[src/fault_timers_map.svh]
// Timing counts and configuration defaults for the channel fault timers
`ifndef FAULT_TIMERS_MAP_SVH
`define FAULT_TIMERS_MAP_SVH

`define CLK_MHZ 100
`define TIMER_TICK_DIV 25
`define TIMER_CLK_KHZ 4000
`define ON_BLANK_NS_00 6000
`define ON_BLANK_NS_01 12000
`define ON_BLANK_NS_10 24000
`define ON_BLANK_NS_11 48000
`define OFF_BLANK_NS_00 55000
`define OFF_BLANK_NS_01 81000
`define OFF_BLANK_NS_10 162000
`define OFF_BLANK_NS_11 325000
`define ON_FILTER_NS 3000
`define OFF_FILTER_NS 55000
`define RETRY_PERIOD_US 8000
`define TICKS_OF_NS(t) ((t) * `TIMER_CLK_KHZ / 1000000)
`define TICKS_OF_US(t) ((t) * `TIMER_CLK_KHZ / 1000)
`define ON_BLANK_RESET 2'h2
`define OFF_BLANK_RESET 2'h2
`define RETRY_MODE_RESET 6'h00
`define CHANNELS 6

`endif

[src/fault_timers_pkg.sv]
// Types shared by the channel fault timer design
package fault_timers_pkg;

    typedef struct packed {
        logic [1:0] on_blank_select;
        logic [1:0] off_blank_select;
        logic [5:0] retry_mode_bits;
    } timer_config_t;

    typedef enum logic [3:0] {
        CH_IDLE = 4'b0001,
        CH_BLANK = 4'b0010,
        CH_FILTER = 4'b0100,
        CH_FAULT = 4'b1000
    } chan_state_t;

endpackage

[src/channel_fault_timers.sv]
// Top of the six-channel fault timer block
// Function
// - On-state blanking 6, 12, 24 or 48 us by two-bit select.
// - On-state blanking select resets to code 10, 24 us.
// - On blanking starts at channel input rising edge, before fault flag.
// - Off-state blanking 55, 81, 162 or 325 us by two-bit select.
// - Off-state blanking select resets to code 10, 162 us.
// - Off blanking starts at channel input falling edge.
// - Fault must persist 3 us on, 55 us off before report.
// - Channels with retry bit set re-enable within one 8 ms retry period.
// - One global retry timer serves all channels.
// - Reset loads defaults, clears status, releases fault flag.
`timescale 1ns/1ns
`include "fault_timers_map.svh"

module channel_fault_timers
#(
    parameter int RETRY_TICKS = `TICKS_OF_US(`RETRY_PERIOD_US)
)
(
    input wire logic clk,
    input wire logic rst,
    input wire logic config_write,
    input wire fault_timers_pkg::timer_config_t config_in,
    input wire logic [5:0] parallel_channel_input,
    input wire logic [5:0] drain_feedback,
    output logic fault_flag_n,
    output logic fault_flag_oe,
    output logic [5:0] channel_fault_q,
    output fault_timers_pkg::timer_config_t config_q
);
    localparam logic [4:0] DIV_LAST = 5'(`TIMER_TICK_DIV - 1);

    logic [4:0] div_q;
    logic tick_q;
    logic [15:0] retry_q;
    logic retry_release_q;
    logic [15:0] on_blank_ticks;
    logic [15:0] off_blank_ticks;
    logic [5:0] fault_w;

    // 4 MHz timer tick from the 100 MHz clock
    always_ff @(posedge clk or posedge rst)
    begin
        if (rst)
        begin
            div_q <= 5'h00;
            tick_q <= 1'b0;
        end
        else
        begin
            tick_q <= div_q == DIV_LAST;
            div_q <= (div_q == DIV_LAST) ? 5'h00 : div_q + 5'h01;
        end
    end

    always_ff @(posedge clk or posedge rst)
    begin
        if (rst)
        begin
            config_q.on_blank_select <= `ON_BLANK_RESET;
            config_q.off_blank_select <= `OFF_BLANK_RESET;
            config_q.retry_mode_bits <= `RETRY_MODE_RESET;
        end
        else if (config_write)
            config_q <= config_in;
    end

    always_comb
    begin
        case (config_q.on_blank_select)
            2'h0: on_blank_ticks = 16'(`TICKS_OF_NS(`ON_BLANK_NS_00));
            2'h1: on_blank_ticks = 16'(`TICKS_OF_NS(`ON_BLANK_NS_01));
            2'h2: on_blank_ticks = 16'(`TICKS_OF_NS(`ON_BLANK_NS_10));
            default: on_blank_ticks = 16'(`TICKS_OF_NS(`ON_BLANK_NS_11));
        endcase
        case (config_q.off_blank_select)
            2'h0: off_blank_ticks = 16'(`TICKS_OF_NS(`OFF_BLANK_NS_00));
            2'h1: off_blank_ticks = 16'(`TICKS_OF_NS(`OFF_BLANK_NS_01));
            2'h2: off_blank_ticks = 16'(`TICKS_OF_NS(`OFF_BLANK_NS_10));
            default: off_blank_ticks = 16'(`TICKS_OF_NS(`OFF_BLANK_NS_11));
        endcase
    end

    // Free-running shared retry timer; a retrying channel waits up to one period
    always_ff @(posedge clk or posedge rst)
    begin
        if (rst)
        begin
            retry_q <= 16'h0000;
            retry_release_q <= 1'b0;
        end
        else
        begin
            retry_release_q <= 1'b0;
            if (tick_q)
            begin
                if (retry_q >= 16'(RETRY_TICKS - 1))
                begin
                    retry_q <= 16'h0000;
                    retry_release_q <= 1'b1;
                end
                else
                    retry_q <= retry_q + 16'h0001;
            end
        end
    end

    genvar ch;
    generate
        for (ch = 0; ch < `CHANNELS; ch++)
        begin : g_chan
            fault_channel u_chan
            (
                .clk(clk),
                .rst(rst),
                .tick(tick_q),
                .channel_in(parallel_channel_input[ch]),
                .drain_fault(drain_feedback[ch]),
                .on_blank_ticks(on_blank_ticks),
                .off_blank_ticks(off_blank_ticks),
                .retry_enable(config_q.retry_mode_bits[ch]),
                .retry_release(retry_release_q),
                .fault_q(fault_w[ch])
            );
        end
    endgenerate

    // Open-drain flag: pulls low while any channel reports a fault
    always_ff @(posedge clk or posedge rst)
    begin
        if (rst)
        begin
            channel_fault_q <= 6'h00;
            fault_flag_oe <= 1'b0;
            fault_flag_n <= 1'b1;
        end
        else
        begin
            channel_fault_q <= fault_w;
            fault_flag_oe <= |fault_w;
            fault_flag_n <= 1'b0;
        end
    end

endmodule // channel_fault_timers

[src/fault_channel.sv]
// One channel: blanking, filtering and fault latch with retry release
`timescale 1ns/1ns
`include "fault_timers_map.svh"

module fault_channel
(
    input wire logic clk,
    input wire logic rst,
    input wire logic tick,
    input wire logic channel_in,
    input wire logic drain_fault,
    input wire logic [15:0] on_blank_ticks,
    input wire logic [15:0] off_blank_ticks,
    input wire logic retry_enable,
    input wire logic retry_release,
    output logic fault_q
);
    localparam logic [15:0] ON_FILT = 16'(`TICKS_OF_NS(`ON_FILTER_NS));
    localparam logic [15:0] OFF_FILT = 16'(`TICKS_OF_NS(`OFF_FILTER_NS));

    fault_timers_pkg::chan_state_t state_q;
    logic in_q;
    logic [15:0] count_q;
    logic edge_seen;

    assign edge_seen = channel_in != in_q;

    always_ff @(posedge clk or posedge rst)
    begin
        if (rst)
            in_q <= 1'b0;
        else
            in_q <= channel_in;
    end

    always_ff @(posedge clk or posedge rst)
    begin
        if (rst)
        begin
            state_q <= fault_timers_pkg::CH_IDLE;
            count_q <= 16'h0000;
            fault_q <= 1'b0;
        end
        else if (edge_seen && state_q != fault_timers_pkg::CH_FAULT)
        begin
            // Blanking restarts on each input edge outside the fault state, length per direction
            state_q <= fault_timers_pkg::CH_BLANK;
            count_q <= channel_in ? on_blank_ticks : off_blank_ticks;
        end
        else
        begin
            case (state_q)
                fault_timers_pkg::CH_IDLE:
                begin
                    if (drain_fault)
                    begin
                        state_q <= fault_timers_pkg::CH_FILTER;
                        count_q <= in_q ? ON_FILT : OFF_FILT;
                    end
                end
                fault_timers_pkg::CH_BLANK:
                begin
                    if (tick)
                    begin
                        if (count_q <= 16'h0001)
                        begin
                            state_q <= fault_timers_pkg::CH_IDLE;
                            count_q <= 16'h0000;
                        end
                        else
                            count_q <= count_q - 16'h0001;
                    end
                end
                fault_timers_pkg::CH_FILTER:
                begin
                    if (!drain_fault)
                        state_q <= fault_timers_pkg::CH_IDLE;
                    else if (tick)
                    begin
                        if (count_q <= 16'h0001)
                        begin
                            state_q <= fault_timers_pkg::CH_FAULT;
                            fault_q <= 1'b1;
                        end
                        else
                            count_q <= count_q - 16'h0001;
                    end
                end
                fault_timers_pkg::CH_FAULT:
                begin
                    // Latch-off channels stay faulted until reset
                    if (retry_enable && retry_release)
                    begin
                        state_q <= fault_timers_pkg::CH_BLANK;
                        count_q <= in_q ? on_blank_ticks : off_blank_ticks;
                        fault_q <= 1'b0;
                    end
                end
                default:
                    state_q <= fault_timers_pkg::CH_IDLE;
            endcase
        end
    end

endmodule // fault_channel

[config.mk]
export PLATFORM = sky130hd
export DESIGN_NAME = channel_fault_timers
export DESIGN_NICKNAME = d
export VERILOG_FILES = /design/src/fault_timers_pkg.sv /design/src/channel_fault_timers.sv /design/src/fault_channel.sv
export VERILOG_INCLUDE_DIRS = /design/src
export SDC_FILE = /design/constraint.sdc
export NUM_CORES = 1
export LEC_CHECK = 0
export ABC_AREA = 0
export BUFFER_PORTS_ARGS = -buffer_cell sky130_fd_sc_hd__buf_2
export CORE_ASPECT_RATIO = 0.6
export CORE_UTILIZATION = 25
export CTS_BUF_LIST = sky130_fd_sc_hd__clkbuf_16
export DETAILED_ROUTE_END_ITERATION = 10
export SLEW_MARGIN = 5
export SYNTH_ARGS = -nofsm -noshare
export SYNTH_HDL_FRONTEND = slang
export SYNTH_SLANG_ARGS = --single-unit
[constraint.sdc]
create_clock -name clk -period 8.44 [get_ports clk]
set_input_delay 0.422 -clock clk [delete_from_list [all_inputs] [get_ports clk]]
set_output_delay 0.422 -clock clk [all_outputs]
set_load 0.01 [all_outputs]
==> impl_results.md, run 1 <==
- Final Hold Slack: 0.03599 ns
- Share of layout cells above drive strength 1: 0.09936
- Total iterations of the first detailed-routing run: 6
- Seq/Total Area, Yosys: 0.3688
- Filler Cell Count: ~5,000
- # rows: between 60 and 70
- Leakage power: 5.207 nW
- Final wirelength: about 36 mm
- Synth-to-Final Area Change: 10.11%
- EDFF count, synth: 0
- Status: finished, final reports clean
- Setup Crit Path Kind: flop to flop
- HPWL Detailed: between 20 and 30 mm
- Grt met2 use: 0.1985
- Final Setup Violations: 0
- Pins Over Slew Limit: 0
- Post-CTS Setup Bufs: 0
- CTS sink count: approximately 170
- Hold bufs inserted after CTS: 0
- Core region area: between 40,000 and 50,000 um^2
- Minimum clock period: approximately 3.3 ns
- Die W: roughly 280 um
- HP Class: primary input to async pin
- Post-synth cell types: 100
- Period utilization: 0.3908
- Largest net degree at the start of global routing: 99
- Startpoint Class: flop
- Syn_area_per_cell: about 8.4 um^2
- H-tree levels: 4
- Top_reg_cell synth: dfrtp_1
- ANT nets after route: 0
- VDD IR max: about 0.00015 V
- Final hold vios: 0
- Worst Skew: ~0.013 ns
- Max-slew headroom: 0.2332
- Syn_nets: about 1,500
- Seq cells post-synth: roughly 170
- RR Startpoint: g_chan[0].u_chan.state_q[1]
- Clk_lat worst skew: around 0.46 ns
- CP Max Fanout: 25
- I/O pin total: 43
- Layout Nets: roughly 1,400
- DRC Markers: 0
- R2R depth: 6
- TritonCTS clock tree: yes
- Max Root-Sink Buffers: 2
- Slew @ Worst Pin: approximately 1.1 ns
- Worst-path clk slew: approximately 0.080 ns
- Max-cap violations: 0
- Arrival @ worst endpoint: 3.61 ns
- First-pass GRT wire length: between 50 and 60 mm
- Grt peak-use layer: met1
- Post-DR wirelength/cell: between 15 and 20 um
- Die ar.: about 48,000 um^2
- Gp weighted congestion: between 0.8 and 0.9
- Die Ht: 170.1 um
- Clock root cell: clkbuf_16
- RSZ-0062 raised after global routing: no
- CP endpoint kind: flop
- M3 GR Usage: 0.03075
- Post-CTS Resized: 0
- Post-synth ARST share: 1.000
- Fin Setup TNS: 0 ns
- YS warnings: 0
- Max frequency: a little over 300 MHz
- Worst EP required: about 8.8 ns
- Initial antenna violation count: 1
- Number of global-route vias before repair: roughly 10,000
- Post-synthesis cell area: 11,770 um^2
- 1st-iter DRT viols: between 1,000 and 1,500
- Vias per cell: 5.562
- Worst reg2reg endpoint: g_chan[0].u_chan.count_q[5]
- Port buffer count: 42
- TritonCTS buffer count: 17
- R2R setup slack: roughly 5.1 ns
- Initial Util: 0.2536
- Total global-route track usage: 0.1498
- Synthesized instance count: 1,402
- Global route overflow: 0
- GR Util met1: 0.2320
- Vias: ~11,000
- Pwr Total: roughly 3.2 mW
- Pwr Density: between 200 and 300 nW/um^2
## power by group
group	switching [mW]	total, mW	internal, mW
clock	0.367	0.742	0.375
sequential	0.207	1.18	0.972
combinational	0.851	1.32	0.471
## critical path, stage by stage (launching register included)
cell and delay (ns):
dfrtp_1 0.49, nor4b_2 0.73, or2_1 0.40, and4_1 0.24, a311o_1 0.63, or2_0 0.49, o211ai_1 0.16
## final cells by class
class	instances	area (um^2)	area share
Timing Repair Buffer	53	292.8	0.02259
Antenna cell	1	2.502	0.0001931
Inverter	55	214.0	0.01651
Clock buffer	17	425.4	0.03283
Multi-Input combinational cell	1086	6795	0.5244
Clock inverter	15	100.1	0.007724
Tap cell	630	788.3	0.06083
Sequential cell	173	4340	0.3349
## state kept, by name, summed over array words and instances, names as in the netlist
| name | cells |
|---|---|
| tick_q | 1 |
| fault_flag_n | 1 |
| g_chan.u_chan.count_q | 96 |
| g_chan.u_chan.in_q | 6 |
| g_chan.u_chan.state_q | 24 |
| fault_flag_oe | 1 |
| g_chan.u_chan.fault_q | 6 |
| config_q | 10 |
| retry_release_q | 1 |
| channel_fault_q | 6 |
| div_q | 5 |
| retry_q | 16 |
## through the flow
stage,instance area [um^2],util,std cells,worst slack (ns)
after floorplan,11770,-,1402,3.344
after global placement,12430,0.2679,1997,5.235
after detailed placement,12430,0.2679,1997,5.170
after CTS,12960,0.2792,2029,5.154
after global routing,12960,0.2793,2030,4.799
final,12960,0.2793,2030,5.142
## layer usage
metal | part of all wire | wire length (um) | vias up
met2 | 0.39 | 13990 | 445
met4 | 0.026 | 925 | 0
met3 | 0.073 | 2604 | 40
met5 | 0 | 0 | -
li1 | - | - | 5264
met1 | 0.51 | 17990 | 5542
## worst max path at each step
| stage | startpoint | to | slack, ns | cells past startpoint |
|---|---|---|---|---|
| final | g_chan[0].u_chan.state_q[1] | g_chan[0].u_chan.count_q[5] | 5.14 | 6 |
| after global routing | g_chan[0].u_chan.count_q[4] | g_chan[0].u_chan.count_q[13] | 4.80 | 6 |
| after CTS | g_chan[0].u_chan.state_q[1] | g_chan[0].u_chan.count_q[5] | 5.15 | 6 |
| after detailed placement | g_chan[0].u_chan.state_q[1] | g_chan[0].u_chan.count_q[5] | 5.17 | 6 |
| after global placement | g_chan[0].u_chan.state_q[1] | g_chan[0].u_chan.count_q[13] | 5.23 | 6 |
| after floorplan | rst | channel_fault_q[0] | 3.34 | 1 |
## cells in the mapped netlist, types with 11 or more instances
cell	n	share of area
inv_1	55	0.018
o211ai_1	32	0.020
nor3b_1	14	0.0089
a211oi_1	19	0.012
nand3_1	40	0.017
buf_2	17	0.0072
nand2_1	130	0.041
o21ai_0	150	0.064
o31ai_1	27	0.017
and2_1	12	0.0064
nor4_1	30	0.016
and3_1	11	0.0058
o2bb2ai_1	16	0.012
or3_1	13	0.0069
nor2_1	132	0.042
a32oi_1	11	0.0082
xor2_1	17	0.013
xnor2_1	13	0.0097
o22ai_1	18	0.0096
ha_1	24	0.026
nand2b_1	12	0.0064
nor2b_1	12	0.0064
a21oi_1	60	0.026
nor3_1	48	0.020
a31oi_1	21	0.011
dfrtp_1	164	0.35
clkbuf_1	56	0.018
a22o_1	12	0.0089
## cell families after synthesis
family                     count (synthesis)  share of synthesized area
and+or+nand+nor                          525                     0.2320
AOI/OAI and AO/OA                        490                     0.2821
DFF                                      173                     0.3688
buffers and inverters                    143                    0.05433
xor gates and xnor gates                  30                    0.02233
adders and majority gates                 24                    0.02552
muxes                                     16                    0.01467
other                                      1                  0.0003186
## layout by cell type (no fill, tap or decap), types with 9 or more instances in the layout
cell | netlist | layout
a211oi_1 | 19 | 19
a21oi_1 | 60 | 60
a22o_1 | 12 | 12
a22oi_1 | 9 | 9
a31oi_1 | 21 | 21
a32o_1 | 10 | 10
a32oi_1 | 11 | 11
and2_1 | 12 | 12
and3_1 | 11 | 11
buf_2 | 17 | 42
buf_4 | 7 | 11
clkbuf_16 | 0 | 17
dfrtp_1 | 164 | 164
dfstp_2 | 9 | 9
ha_1 | 24 | 24
inv_1 | 55 | 55
mux2_2 | 10 | 10
nand2_1 | 130 | 130
nand2b_1 | 12 | 12
nand3_1 | 40 | 40
nand4_1 | 9 | 9
nor2_1 | 132 | 132
nor2b_1 | 12 | 12
nor3_1 | 48 | 48
nor3b_1 | 14 | 14
nor4_1 | 30 | 30
o211ai_1 | 32 | 32
o21ai_0 | 150 | 150
o22ai_1 | 18 | 18
o2bb2ai_1 | 16 | 16
o31ai_1 | 27 | 27
o41ai_1 | 10 | 10
or3_1 | 13 | 13
or4_1 | 9 | 9
xnor2_1 | 13 | 13
xor2_1 | 17 | 17
(Power assumes the default switching activity.)
==> inputs of run 2 (changes only) <==
==> constraint.sdc (replaced) <==
create_clock -name clk -period 3.05 [get_ports clk]
set_input_delay 0.1525 -clock clk [delete_from_list [all_inputs] [get_ports clk]]
set_output_delay 0.1525 -clock clk [all_outputs]
set_load 0.01 [all_outputs]
==> run 2 against run 1 <==
Net effect: sequential share of layout area down 1.4 points; first-iteration DRC count up 1.4%; routed wire length rose by 1.4%; setup slack got worse by 4.8 ns; design area increased by 4.5%; critical path type unchanged; highest routed layer unchanged.
==> impl_results.md, run 2 (synthesis results as in run 1) <==
- Status: finished, final reports clean
- Post-DR wirelength/cell: 17.23 um
- Initial Util: 0.2536
- RSZ-0062 raised after global routing: no
- Total iterations of the first detailed-routing run: 6
- Arrival @ worst endpoint: 3.09 ns
- ANT nets after route: 0
- Slew @ Worst Pin: between 0.7 and 0.8 ns
- 1st-iter DRT viols: approximately 1,300
- Worst path cell trace: inv_1, or3_1, o41ai_1, a221o_1, buf_4, a41oi_1, o22ai_1
- CTS sink count: about 170
- Max frequency: about 370 MHz
- Vias per cell: about 5.5
- Post-place setup slack: just under 0.4 ns
- Final Setup Violations: 0
- Grt met2 use: 0.2143
- Max Root-Sink Buffers: 2
- Global route overflow: 0
- Max-slew headroom: 0.5043
- Port buffer count: 42
- Startpoint Class: flop
- Largest net degree at the start of global routing: ~70
- Clk_lat worst skew: roughly 0.45 ns
- Pwr Density: 691.4 nW/um^2
- Worst setup margin: 0.3262 ns
- Gp weighted congestion: ~0.9
- CP endpoint kind: flop
- DRC Markers: 0
- Leakage power: between 5 and 6 nW
- Largest registers: g_chan.u_chan.count_q (96), g_chan.u_chan.state_q (24), retry_q (16)
- Worst-path clk slew: 0.07 ns
- H-tree levels: 4
- VDD IR max: 0.0003300 V
- Minimum clock period: between 2 and 3 ns
- Layout Nets: approximately 1,500
- Initial antenna violation count: 0
- Worst Skew: about 0.012 ns
- Critical Path Max Stage Delay: ~0.6 ns
- CP Max Fanout: 12
- HP Class: primary input to flop
- Max reg flops: 96
- Vias: 11,396
- GR Util met1: 0.2303
- Pins Over Slew Limit: 0
- Final hold vios: 0
- Fin Setup TNS: 0 ns
- I/O pin total: 43
- Synth-to-Final Area Change: 15.01%
- Post-CTS Resized: 0
- Number of global-route vias before repair: about 11,000
- Core region area: about 46,000 um^2
- Die Ht: approximately 170 um
- Final wirelength: between 30 and 40 mm
- Worst EP required: 3.42 ns
- Commonest cells after routing, fill and taps aside: dfrtp_1 (164), o21ai_0 (150), nor2_1 (132)
- First-pass GRT wire length: approximately 58 mm
- Setup Crit Path Kind: flop to flop
- Grt peak-use layer: met1
- Total global-route track usage: 0.1524
- Die W: about 280 um
- Max-cap violations: 0
- Design Area, Final: 13,540 um^2
- # rows: slightly above 60
- Biggest register: g_chan.u_chan.count_q
- Pwr Total: ~9.4 mW
- TritonCTS buffer count: 17
- Post-CTS Setup Bufs: 0
- TritonCTS clock tree: yes
- Share of layout cells above drive strength 1: 0.1234
- DP Area: approximately 13,000 um^2
- Die ar.: around 48,000 um^2
- Most common cell after layout, fill and taps aside: dfrtp_1
- M3 GR Usage: 0.03624
- Crit-path slowest cell: dfstp_2
- Clock root cell: clkbuf_16
- HPWL Detailed: roughly 26 mm
- Period utilization: 0.8931
## run 2: path summary, 6_finish.rpt
kind / startpoint / to / slack, ns / cells past startpoint
worst max-delay path: g_chan[4].u_chan.state_q[0] / g_chan[4].u_chan.count_q[3] / 0.33 / 7
worst min-delay path: drain_feedback[4] / g_chan[4].u_chan.state_q[3] / 0.06 / 3
worst max register to register: g_chan[4].u_chan.state_q[0] / g_chan[4].u_chan.count_q[3] / 0.33 / 7
worst min register to register: g_chan[5].u_chan.fault_q / channel_fault_q[5] / 0.41 / 0
max in group asynchronous: rst / fault_flag_n / 1.83 / 4
min in group asynchronous: rst / g_chan[4].u_chan.count_q[12] / 0.36 / 3
## run 2: report_power, final
group | internal [mW] | switching (mW) | total [mW]
Sequential | 2.69 | 0.534 | 3.22
Clock | 1.16 | 1.11 | 2.27
Combinational | 1.46 | 2.41 | 3.87
## run 2: per-layer routing
layer / wire length, um / up-vias
met5: 0 / -
met2: 14910 / 477
met4: 357 / 0
met1: 17700 / 5519
li1: - / 5378
met3: 3041 / 22
## run 2: worst max-delay path: cells and delay by family, from the launching register on
family / cells / cell delay, ns
flip-flops: 1 / 0.59
AND/OR/NAND/NOR: 1 / 0.41
AO/OA/AOI/OAI: 4 / 1.30
buffers and inverters: 2 / 0.35
## run 2: cell type report
| cell class | count | area, um^2 |
|---|---|---|
| well taps | 630 | 788.3 |
| fillers | 4934 | 32870 |
| clock buffers | 17 | 425.4 |
| diodes | 1 | 2.502 |
| multi-input cells | 1086 | 6795 |
| clock inverters | 15 | 150.1 |
| repair buffers | 113 | 823.3 |
| flip-flops and latches | 173 | 4340 |
| inverters | 55 | 210.2 |
## run 2: what timing repair did
action                                  in CTS  in global routing
hold buffers                                22                  0
hold endpoints to repair                    47                  0
endpoints found under the setup margin       0                  0
## run 2: metrics by stage
| step | utilization | hold slack (ns) | cells |
|---|---|---|---|
| 2_1_floorplan | - | 0.1839 | 1402 |
| 3_3_place_gp | 0.2745 | 0.3159 | 2035 |
| 3_5_place_dp | 0.2745 | 0.3172 | 2035 |
| 4_1_cts | 0.2916 | 0.03275 | 2089 |
| 5_1_grt | 0.2916 | 0.06303 | 2089 |
| 6_report | 0.2917 | 0.06063 | 2090 |
==> inputs of run 3 (changes only) <==
--- a/config.mk
+++ b/config.mk
@@ -8,10 +8,12 @@
 export LEC_CHECK = 0
 export ABC_AREA = 0
 export BUFFER_PORTS_ARGS = -buffer_cell sky130_fd_sc_hd__buf_2
+export CAP_MARGIN = 10
 export CORE_ASPECT_RATIO = 0.6
 export CORE_UTILIZATION = 25
 export CTS_BUF_LIST = sky130_fd_sc_hd__clkbuf_16
 export DETAILED_ROUTE_END_ITERATION = 10
+export PLACE_DENSITY = 0.51
 export SLEW_MARGIN = 5
 export SYNTH_ARGS = -nofsm -noshare
 export SYNTH_HDL_FRONTEND = slang
==> run 3 against run 2 <==
Net effect: sequential share of layout area is 0.22 points lower; sequential cell count unchanged; core utilization increased by 0.20 points; die area is the same; combinational power is 5% higher; setup slack gained 0.071 ns; clock power is 3% lower; non-clock buffer count is 14 higher; maximum frequency increased by 2.7%; first-iteration DRC count shrank 2.2%; sequential power barely moved; largest cell class unchanged.
==> impl_results.md, run 3 (synthesis results as in run 1) <==
- Pins Over Slew Limit: 0
- Final Hold Slack: roughly 0.034 ns
- Pwr Total: 9.448 mW
- H-tree levels: 4
- Global route overflow: 0
- Biggest register: g_chan.u_chan.count_q
- Hold Path Origin: config_in[7]
- Minimum clock period: roughly 2.7 ns
- Clk_lat worst skew: about 0.47 ns
- Number of global-route vias before repair: 10,381
- Port buffer count: 42
- Initial antenna violation count: 0
- R2R depth: 7
- TritonCTS clock tree: yes
- Psw: between 4 and 5 mW
- Gp weighted congestion: around 0.9
- Vias per cell: 5.375
- Worst hold path depth: 3
- Core region area: between 40,000 and 50,000 um^2
- RSZ-0062 raised after global routing: no
- CP endpoint kind: flop
- Initial Util: 0.2536
- Total global-route track usage: 0.1624
- ANT nets after route: 0
- Max Root-Sink Buffers: 2
- Post-DR wirelength/cell: approximately 18 um
- HP Class: primary input to flop
- # rows: 61
- Startpoint Class: flop
- Switching share of power: 0.4327
- Max-slew headroom: 0.3788
- Setup Crit Path Kind: flop to flop
- Layout Nets: around 1,500
- Slew @ Worst Pin: 0.9298 ns
- Commonest cells after routing, fill and taps aside: dfrtp_1 (164), o21ai_0 (150), nor2_1 (132)
- Worst setup path endpoint: g_chan[4].u_chan.count_q[3]
- Period utilization: 0.8696
- Max-cap violations: 0
- Arrival @ worst endpoint: ~3 ns
- 1st-iter DRT viols: ~1,300
- Internal power: between 5 and 6 mW
- Worst setup margin: roughly 0.40 ns
- Die W: about 280 um
- R2R setup slack: about 0.4 ns
- Die ar.: between 40,000 and 50,000 um^2
- Synth-to-Final Area Change: 15.80%
- RR Startpoint: g_chan[4].u_chan.in_q
- VDD IR max: 0.0004165 V
- Most common cell after layout, fill and taps aside: dfrtp_1
- Comb pwr share: 0.428
- Total iterations of the first detailed-routing run: 5
- Final hold vios: 0
- Share of layout cells above drive strength 1: 0.1324
- Final Setup Violations: 0
- DRC Markers: 0
- I/O pin total: 43
- Final wirelength: 37.95 mm
- Largest net degree at the start of global routing: 70
- Antenna cell count: 0
- Post-place setup slack: around 0.32 ns
- Status: finished, final reports clean
- Pwr Density: between 600 and 700 nW/um^2
- CP Max Fanout: 17
- Worst-path clk slew: about 0.07 ns
- TritonCTS buffer count: 17
- Largest registers: g_chan.u_chan.count_q (96), g_chan.u_chan.state_q (24), retry_q (16)
- Vias: ~11,000
- Worst EP required: about 3.4 ns
- Max reg flops: 96
- Fin Setup TNS: 0 ns
- Die Ht: ~170 um
- CP startpoint: g_chan[4].u_chan.in_q
- Leakage power: roughly 5.6 nW
- Worst reg2reg endpoint: g_chan[4].u_chan.count_q[3]
- HPWL Detailed: roughly 28 mm
- Clock root cell: clkbuf_16
- Clock power share: 0.234
- First-pass GRT wire length: around 61 mm
- Worst Skew: ~0.014 ns
- Max frequency: approximately 380 MHz
- Seq pwr share: 0.338
- CTS sink count: about 170
[run 3: cell count changes in the layout (fill, tap and decap cells not counted), sizes merged]
cell,previous run,this run
buf,91,107
clkinv,3,6
clkinvlp,4,3
diode,1,0
dlygate4sd3,22,20
inv,62,60
[run 3: power groups by stage]
stage | sequential [mW] | combinational (mW) | clock, mW
2_1_floorplan | 3.01 | 2.94 | 0
6_report | 3.19 | 4.05 | 2.21
5_1_grt | 3.26 | 4.49 | 2.37
3_3_place_gp | 3.21 | 3.93 | 0
3_5_place_dp | 3.22 | 3.94 | 0
4_1_cts | 3.18 | 3.98 | 2.27
[run 3: final cells by class]
class,instances,area [um^2]
Tap cell,630,788.3
Clock buffer,17,425.4
Fill cell,4973,32780
Inverter,55,210.2
Timing Repair Buffer,127,923.4
Clock inverter,15,137.6
Multi-Input combinational cell,1086,6803
Sequential cell,173,4340
[run 3: how the worst min path moves through the flow]
stage	to	slack, ns
global route	config_q[7]	0.03
global placement	g_chan[3].u_chan.state_q[0]	0.37
CTS	config_q[7]	0.008
detailed placement	g_chan[3].u_chan.state_q[0]	0.36
finish	config_q[7]	0.03
floorplan	g_chan[0].u_chan.in_q	0.18
[run 3: repair_timing]
action | in CTS | in global routing
endpoints found under the setup margin | 0 | 5
setup buffers | 0 | 0
resized for setup | 0 | 1
endpoints found under the hold margin | 53 | 0
hold buffers | 20 | 0
[run 3: worst max-delay path, cell delays in order, from the launching register on]
cell and delay, ns:
dfrtp_1 0.63, nor2b_1 0.16, or2_1 0.33, o41ai_2 0.49
a221o_1 0.49, buf_4 0.26, a41oi_1 0.05, o22ai_1 0.15
[run 3: through the flow]
| step | instance area [um^2] | utilization | instances |
|---|---|---|---|
| after floorplan | 11770 | - | 1402 |
| after global placement | 12860 | 0.2771 | 2051 |
| after detailed placement | 12860 | 0.2771 | 2051 |
| after CTS | 13620 | 0.2935 | 2103 |
| after global routing | 13630 | 0.2937 | 2103 |
| final | 13630 | 0.2937 | 2103 |
[run 3: metal layers]
metal / up-vias / track usage / part of all wire / routed length [um]
met4: 0 / 0.04442 / 0.016 / 597
met2: 397 / 0.2143 / 0.39 / 14630
met5: - / 0 / 0 / 0
met3: 36 / 0.03995 / 0.072 / 2734
met1: 5463 / 0.2527 / 0.53 / 19990
li1: 5408 / - / - / -
